**src/rtl/tcs_regs.vh**
```
// Constants of the torque command selector: register map, fields, resets, codes, timing.
// Assumes a 32-bit APB slave with word-aligned registers and a 250 MHz pclk.
`ifndef TCS_REGS_VH
`define TCS_REGS_VH

// ----------------------------------------
// Register byte offsets
// ----------------------------------------
`define TCS_OFF_MODE 8'h00
`define TCS_OFF_SETPOINT_ONE 8'h04
`define TCS_OFF_SETPOINT_TWO 8'h08
`define TCS_OFF_SETPOINT_THREE 8'h0C
`define TCS_OFF_FULL_SCALE 8'h10
`define TCS_OFF_ANALOG_OFFSET 8'h14
`define TCS_OFF_ASSIGN_LO 8'h18
`define TCS_OFF_ASSIGN_HI 8'h1C
`define TCS_OFF_STATUS 8'h20

// ----------------------------------------
// Fields and codes
// ----------------------------------------
`define TCS_MODE_W 3
`define TCS_MODE_ANALOG 3'h0
`define TCS_MODE_ZERO 3'h1
`define TCS_MODE_PULSE_POS 3'h2
`define TCS_MODE_INT_POS 3'h3
`define TCS_MODE_VELOCITY 3'h4
`define TCS_MODE_ZERO_VEL 3'h5
`define TCS_FUNC_SEL_LOW 8'h10
`define TCS_FUNC_SEL_HIGH 8'h11
`define TCS_STAT_SEL_LSB 16
`define TCS_STAT_LIMIT_BIT 18
`define TCS_STAT_MODE_LSB 20

// ----------------------------------------
// Ranges and scaling
// ----------------------------------------
`define TCS_SETPOINT_MAX 16'h012C
`define TCS_FS_DIV 10
`define TCS_OFF_DIV 1000

// ----------------------------------------
// Reset values
// ----------------------------------------
`define TCS_RST_MODE 3'h1
`define TCS_RST_SETPOINT 16'h0000
`define TCS_RST_FULL_SCALE 16'h0064
`define TCS_RST_ANALOG_OFFSET 16'h0000
`define TCS_RST_ASSIGN 32'h00000000

// ----------------------------------------
// Timing
// ----------------------------------------
`define TCS_CLK_PERIOD_NS 4
`define TCS_SAMPLE_PERIOD_NS 1000
`define TCS_SAMPLE_CYCLES (`TCS_SAMPLE_PERIOD_NS / `TCS_CLK_PERIOD_NS)

`endif

```
**src/rtl/tcs_scale.v**
```verilog
// Analog torque scaling: offset removal, full-scale gain and clamp.
// Assumes the input is a signed millivolt sample; result in percent of rated torque.
`include "tcs_regs.vh"

module tcs_scale #(
  parameter W = 16
) (
  // Analog sample and settings
  input wire signed [W-1:0] analog_mv,
  input wire [W-1:0] full_scale,
  input wire signed [W-1:0] offset_mv,
  // Scaled command
  output reg signed [W-1:0] torque
);

  localparam PW = 2 * W + 3;
  localparam signed [PW-1:0] DIV = `TCS_FS_DIV * `TCS_OFF_DIV;

  wire signed [W+1:0] diff;
  wire signed [PW-1:0] prod;
  wire signed [PW-1:0] quot;
  wire signed [PW-1:0] fs_pos;
  wire signed [PW-1:0] fs_neg;

  // Offset first, so zero torque can sit at a nonzero voltage
  assign diff = {{2{analog_mv[W-1]}}, analog_mv} - {{2{offset_mv[W-1]}}, offset_mv};
  assign prod = {{(PW-W-2){diff[W+1]}}, diff} * $signed({{(PW-W){1'b0}}, full_scale});
  // Division truncates toward zero, symmetric for both signs
  assign quot = prod / DIV;
  assign fs_pos = $signed({{(PW-W){1'b0}}, full_scale});
  assign fs_neg = -fs_pos;

  // Clamp to plus or minus full scale
  always @* begin
    if (quot > fs_pos) begin
      torque = fs_pos[W-1:0];
    end else if (quot < fs_neg) begin
      torque = fs_neg[W-1:0];
    end else begin
      torque = quot[W-1:0];
    end
  end

endmodule // tcs_scale

```
**src/rtl/tcs_top.v**
```verilog
// Torque command selector: APB registers, select decode, command and limit output.
// Assumes synchronous digital inputs and an analog sample already digitised in millivolts.
`include "tcs_regs.vh"

module tcs_top #(
  parameter W = 16,
  parameter NUM_INPUTS = 8,
  parameter SAMPLE_CYCLES = `TCS_SAMPLE_CYCLES
) (
  // Clock and reset
  input wire pclk,
  input wire presetn,
  // APB slave
  input wire psel,
  input wire penable,
  input wire pwrite,
  input wire [7:0] paddr,
  input wire [31:0] pwdata,
  output reg [31:0] prdata,
  output reg pready,
  output reg pslverr,
  // Configurable digital inputs
  input wire [NUM_INPUTS-1:0] din,
  // Digitised analog torque reference, signed millivolts
  input wire signed [W-1:0] analog_mv,
  // Torque outputs, percent of rated torque
  output reg signed [W-1:0] torque_command,
  output reg [W-1:0] torque_limit,
  output reg limit_active,
  output reg sample_strobe
);

  // ----------------------------------------
  // Registers
  // ----------------------------------------
  reg [`TCS_MODE_W-1:0] mode;
  reg signed [W-1:0] torque_setpoint_one;
  reg signed [W-1:0] torque_setpoint_two;
  reg signed [W-1:0] torque_setpoint_three;
  reg [W-1:0] analog_torque_full_scale;
  reg signed [W-1:0] analog_torque_offset;
  reg [63:0] input_function_assignments;
  reg [1:0] sel_code;
  reg [15:0] sample_cnt;

  wire wr_en;
  wire setup;
  wire signed [W-1:0] wdata_clamped;
  wire signed [W-1:0] analog_torque;
  wire [NUM_INPUTS-1:0] hit_low;
  wire [NUM_INPUTS-1:0] hit_high;
  wire torque_select_low;
  wire torque_select_high;
  wire zero_torque_mode;
  wire torque_mode;
  wire sample_tick;

  assign wr_en = psel & penable & pwrite;
  assign setup = psel & ~penable;

  // ----------------------------------------
  // Setpoint range clamp
  // ----------------------------------------
  // Writes outside +-300% are saturated rather than refused
  assign wdata_clamped = ($signed(pwdata[W-1:0]) > $signed(`TCS_SETPOINT_MAX)) ? `TCS_SETPOINT_MAX :
                         ($signed(pwdata[W-1:0]) < -$signed(`TCS_SETPOINT_MAX)) ? -`TCS_SETPOINT_MAX :
                         pwdata[W-1:0];

  // Register writes, taken in the access phase
  always @(posedge pclk or negedge presetn) begin
    if (!presetn) begin
      mode <= `TCS_RST_MODE;
      torque_setpoint_one <= `TCS_RST_SETPOINT;
      torque_setpoint_two <= `TCS_RST_SETPOINT;
      torque_setpoint_three <= `TCS_RST_SETPOINT;
      analog_torque_full_scale <= `TCS_RST_FULL_SCALE;
      analog_torque_offset <= `TCS_RST_ANALOG_OFFSET;
      input_function_assignments <= {`TCS_RST_ASSIGN, `TCS_RST_ASSIGN};
    end else if (wr_en) begin
      case (paddr)
        `TCS_OFF_MODE: mode <= pwdata[`TCS_MODE_W-1:0];
        `TCS_OFF_SETPOINT_ONE: torque_setpoint_one <= wdata_clamped;
        `TCS_OFF_SETPOINT_TWO: torque_setpoint_two <= wdata_clamped;
        `TCS_OFF_SETPOINT_THREE: torque_setpoint_three <= wdata_clamped;
        `TCS_OFF_FULL_SCALE: analog_torque_full_scale <= pwdata[W-1:0];
        `TCS_OFF_ANALOG_OFFSET: analog_torque_offset <= pwdata[W-1:0];
        `TCS_OFF_ASSIGN_LO: input_function_assignments[31:0] <= pwdata;
        `TCS_OFF_ASSIGN_HI: input_function_assignments[63:32] <= pwdata;
        default: mode <= mode;
      endcase
    end
  end

  // ----------------------------------------
  // APB answer
  // ----------------------------------------
  // Read data captured in setup, so the access phase needs no wait state
  always @(posedge pclk or negedge presetn) begin
    if (!presetn) begin
      prdata <= 32'h00000000;
      pslverr <= 1'b0;
      pready <= 1'b0;
    end else begin
      pready <= 1'b1;
      if (setup) begin
        pslverr <= 1'b0;
        prdata <= 32'h00000000;
        case (paddr)
          `TCS_OFF_MODE: prdata <= {{(32-`TCS_MODE_W){1'b0}}, mode};
          `TCS_OFF_SETPOINT_ONE: prdata <= {{(32-W){1'b0}}, torque_setpoint_one};
          `TCS_OFF_SETPOINT_TWO: prdata <= {{(32-W){1'b0}}, torque_setpoint_two};
          `TCS_OFF_SETPOINT_THREE: prdata <= {{(32-W){1'b0}}, torque_setpoint_three};
          `TCS_OFF_FULL_SCALE: prdata <= {{(32-W){1'b0}}, analog_torque_full_scale};
          `TCS_OFF_ANALOG_OFFSET: prdata <= {{(32-W){1'b0}}, analog_torque_offset};
          `TCS_OFF_ASSIGN_LO: prdata <= input_function_assignments[31:0];
          `TCS_OFF_ASSIGN_HI: prdata <= input_function_assignments[63:32];
          `TCS_OFF_STATUS: begin
            prdata[W-1:0] <= torque_command;
            prdata[`TCS_STAT_SEL_LSB+1:`TCS_STAT_SEL_LSB] <= sel_code;
            prdata[`TCS_STAT_LIMIT_BIT] <= limit_active;
            prdata[`TCS_STAT_MODE_LSB+`TCS_MODE_W-1:`TCS_STAT_MODE_LSB] <= mode;
          end
          default: pslverr <= 1'b1;
        endcase
      end
    end
  end

  // ----------------------------------------
  // Input function mapping
  // ----------------------------------------
  // Several inputs with the same function are ORed together
  genvar i;
  generate
    for (i = 0; i < NUM_INPUTS; i = i + 1) begin : g_map
      assign hit_low[i] = din[i] & (input_function_assignments[8*i+7:8*i] == `TCS_FUNC_SEL_LOW);
      assign hit_high[i] = din[i] & (input_function_assignments[8*i+7:8*i] == `TCS_FUNC_SEL_HIGH);
    end
  endgenerate

  assign torque_select_low = |hit_low;
  assign torque_select_high = |hit_high;
  assign zero_torque_mode = (mode == `TCS_MODE_ZERO);
  assign torque_mode = (mode == `TCS_MODE_ANALOG) | zero_torque_mode;

  // ----------------------------------------
  // Analog scaling
  // ----------------------------------------
  tcs_scale #(
    .W(W)
  ) u_scale (
    .analog_mv(analog_mv),
    .full_scale(analog_torque_full_scale),
    .offset_mv(analog_torque_offset),
    .torque(analog_torque)
  );

  // ----------------------------------------
  // Sample period timer
  // ----------------------------------------
  // One update per control period; the loop downstream expects a fixed rate
  assign sample_tick = (sample_cnt == SAMPLE_CYCLES - 1);

  always @(posedge pclk or negedge presetn) begin
    if (!presetn) begin
      sample_cnt <= 16'h0000;
    end else if (sample_tick) begin
      sample_cnt <= 16'h0000;
    end else begin
      sample_cnt <= sample_cnt + 16'h0001;
    end
  end

  // ----------------------------------------
  // Command and limit selection
  // ----------------------------------------
  // Selects are sampled live each period, no trigger input involved
  always @(posedge pclk or negedge presetn) begin
    if (!presetn) begin
      torque_command <= {W{1'b0}};
      torque_limit <= {W{1'b0}};
      limit_active <= 1'b0;
      sel_code <= 2'h0;
      sample_strobe <= 1'b0;
    end else begin
      sample_strobe <= sample_tick;
      if (sample_tick) begin
        sel_code <= {torque_select_high, torque_select_low};
        limit_active <= ~torque_mode;
        if (torque_mode) begin
          torque_limit <= analog_torque_full_scale;
          case ({torque_select_high, torque_select_low})
            2'h0: torque_command <= zero_torque_mode ? {W{1'b0}} : analog_torque;
            2'h1: torque_command <= torque_setpoint_one;
            2'h2: torque_command <= torque_setpoint_two;
            2'h3: torque_command <= torque_setpoint_three;
            default: torque_command <= {W{1'b0}};
          endcase
        end else begin
          // Limit magnitude only; sign of a setpoint is not meaningful as a limit
          torque_command <= {W{1'b0}};
          case ({torque_select_high, torque_select_low})
            2'h1: torque_limit <= torque_setpoint_one[W-1] ? -torque_setpoint_one : torque_setpoint_one;
            2'h2: torque_limit <= torque_setpoint_two[W-1] ? -torque_setpoint_two : torque_setpoint_two;
            2'h3: torque_limit <= torque_setpoint_three[W-1] ? -torque_setpoint_three : torque_setpoint_three;
            default: torque_limit <= analog_torque_full_scale;
          endcase
        end
      end
    end
  end

endmodule // tcs_top
```
**config.mk**
```make
export PLATFORM = sky130hd
export DESIGN_NAME = tcs_top
export DESIGN_NICKNAME = d
export VERILOG_FILES = /design/src/rtl/tcs_scale.v /design/src/rtl/tcs_top.v
export VERILOG_INCLUDE_DIRS = /design/src /design/src/rtl
export SDC_FILE = /design/constraint.sdc
export NUM_CORES = 2
export LEC_CHECK = 0
export BUFFER_PORTS_ARGS = -buffer_cell sky130_fd_sc_hd__clkbuf_2
export CORE_UTILIZATION = 63
export DETAILED_ROUTE_END_ITERATION = 7
export GPL_TIMING_DRIVEN = 1
export PLACE_DENSITY = 0.81
export SETUP_SLACK_MARGIN = 0.2
export SLEW_MARGIN = 20
export SYNTH_ARGS = -nofsm -noshare
export SYNTH_HDL_FRONTEND = slang
export SYNTH_SLANG_ARGS = --single-unit
```
**constraint.sdc**
```tcl
create_clock -name pclk -period 46.1 [get_ports pclk]
set_input_delay 9.22 -clock pclk [delete_from_list [all_inputs] [get_ports pclk]]
set_output_delay 9.22 -clock pclk [all_outputs]
set_load 0.03 [all_outputs]
```
==> reports/qor.csv <==
metric,value,unit
status,completed,
ios,137,
ys_types,157,
drt_first_pass_iters,7,
dr_total_vias,32913,
initialDrtViolationCount,3487,
cts_buffers,22,
ctsResizeCount,0,
synth-seq-cells,233,
fp.dieArea,57090,sq um
fmax,23.16,MHz
critical_path_class,in -> reg,
syn_to_final_growth,5.714,%
wl_per_cell,21.03,microns
syn_nets,4711,
crit_path_max_fanout,48,
rows,86,
synth.avg_cell_area,8.420,sq um
die_w,238.9,microns
fin_skew,0.04929,ns
critPathMaxStageDelay,0.61,ns
clock-sinks,233,
drv_cap,0,
start_util,0.6394,
layout_commonest_cell,inv_1,
finalWirelength,104.7,mm
synth_warnings,0,
maxSlewViolCount,0,
relSlewSlack,0.2268,
synth_ff_type,dfrtp_1,
detail-route-antenna-nets,0,
whs,0.4778,ns
htreeDepth,1,
cp-start-kind,primary input,
fin_crit,43.17,ns
cp.arrival,43.58,ns
core-area,55310,sq um
layout.nets,4725,
hpwl,80.37,mm
most-common-layout-cells,"inv_1, nand2_1, fa_1",
grt_pass1_vias,31058,
crit_path_end_kind,flip-flop,
grt_setup_unrepaired,false,
fillers,4600,
grt_pass1_wl,167.3,mm
cp.required,46.50,ns
crit_slowest_cell,fa_1,
cts_setup_buffers,0,
final_hold_viol_count,0,
synth-edff-count,0,
io_buffers,136,
routabilityCongestion,0.9828,
route.detailed.drc,0,
async_flop_share,1.000,
cts_tree,yes,
synth_area,35370,sq um
cts.root.buffer_cell,clkbuf_16,
worstMarginPinSlew,1.160,ns
synthCells,4200,
yosysSeqAreaShare,0.1650,
hold_buffers,0,
drive_gt1_frac,0.1296,
grt_use_total,0.3633,
finalCritPeriodShare,0.9365,
antenna_found_initial,3,
tns,0,ns
chipHeight,238.9,microns
clk-insertion-delay-late,0.56,ns
vias_per_cell,6.609,
hp-class,reg -> reg,
grt_max_degree,100,
clkSlewWorstSetupHoldPaths,0.07,ns
cts_buffer_depth,3,
setup_viol,0,
grt-ovfl-total,0,
critical path, delay by kind of cell:
family / cells / cell delay (ns)
xor gates and xnor gates: 9 / 2.89
and+or+nand+nor: 32 / 5.93
AOI/OAI and AO/OA: 70 / 17.60
muxes: 4 / 1.68
adders and majority gates: 12 / 4.95
buffers and inverters: 10 / 1.25
per-stage QoR:
stage | cells | worst slack, ns | cell area (sq um) | utilization
5_1_grt | 4978 | 0.1395 | 37380 | 0.6759
3_3_place_gp | 4938 | 2.305 | 36500 | 0.6599
2_1_floorplan | 4200 | 7.269 | 35370 | -
3_5_place_dp | 4938 | 1.850 | 36510 | 0.6601
4_1_cts | 4978 | 2.257 | 37280 | 0.6740
6_report | 4980 | 2.925 | 37390 | 0.6760
final cells by class:
type	count	area (sq um)	area share
multi-input cells	3308	27020	0.7228
flip-flops and latches	233	5836	0.1561
inverters	461	1730	0.04629
repair buffers	188	1085	0.02902
well taps	748	935.9	0.02503
clock buffers	32	648.1	0.01734
clock inverters	8	122.6	0.003280
diodes	2	5.005	0.0001339
cell usage after synthesis (all sizes together) (15+ instances only):
library cell	instances	area, sq um
a22o	27	236.5
and3	41	266.5
fa	280	5605
inv	460	1727
ha	162	2027
o211ai	52	434.2
nor4	36	289.0
a21boi	20	161.4
nor2	232	888.4
nor3	86	476.7
and2	141	888.4
xnor2	145	1356
mux2i	47	494.2
a211o	19	176.4
or2	27	168.9
o31ai	34	269.0
clkbuf	141	544.3
nand4	48	300.3
o311ai	15	161.4
nand2	432	1627
o211a	16	160.2
nor4b	21	215.2
a22oi	49	377.9
buf	56	407.9
a21oi	202	1101
or3	31	200.2
o22ai	23	157.7
xor2	88	800.8
o221ai	15	143.9
a2111oi	16	246.5
a221oi	24	222.7
a21o	81	629.3
nor2b	27	168.9
o21a	38	295.3
nand3	81	420.4
o21ai	273	1434
nand2b	36	225.2
a211oi	51	478.0
a31oi	53	350.3
o2111ai	18	163.9
dfrtp	229	5731
mux2	108	1220
worst paths after layout:
check,from,to,slack (ns),cells after the start
setup / recovery,analog_mv[0],torque_command[14],2.93,137
hold / removal,prdata[8],prdata[8],0.48,1
setup reg to reg,analog_torque_offset[2],torque_command[14],11.09,135
hold reg to reg,prdata[8],prdata[8],0.48,1
max in group asynchronous,presetn,torque_command[11],36.00,2
min in group asynchronous,presetn,prdata[16],8.72,1
flip-flops by register name, summed over array words and instances (netlist names):
signal	cells
input_function_assignments	64
prdata	32
analog_torque_full_scale	16
analog_torque_offset	16
sample_cnt	16
torque_command	16
torque_limit	16
torque_setpoint_one	16
torque_setpoint_three	16
torque_setpoint_two	16
mode	3
sel_code	2
limit_active	1
pready	1
pslverr	1
sample_strobe	1
routing by layer:
layer | wire length, microns | part of all wire | global-route usage | vias up
met5 | 13 | 0.00012 | 0 | -
met4 | 3920 | 0.037 | 0.1233 | 2
met3 | 10310 | 0.098 | 0.06952 | 306
met2 | 47620 | 0.45 | 0.5703 | 1747
met1 | 42860 | 0.41 | 0.5025 | 15969
li1 | - | - | - | 14889
cell families (layout without fill, tap and decap cells):
logic type | count (synthesis) | in the layout | share of synthesized area
xor+xnor | 233 | 233 | 0.06099
simple gates | 1314 | 1314 | 0.1919
flops | 233 | 233 | 0.1650
compound gates | 1156 | 1156 | 0.2397
mux | 155 | 155 | 0.04847
other cells | 1 | 3 | 0.0001060
fa+ha+maj | 449 | 449 | 0.2178
buf+inv | 659 | 689 | 0.07610
Power is not shown: default switching activity piles up to over one toggle a cycle in this logic, so the estimate is an artifact.
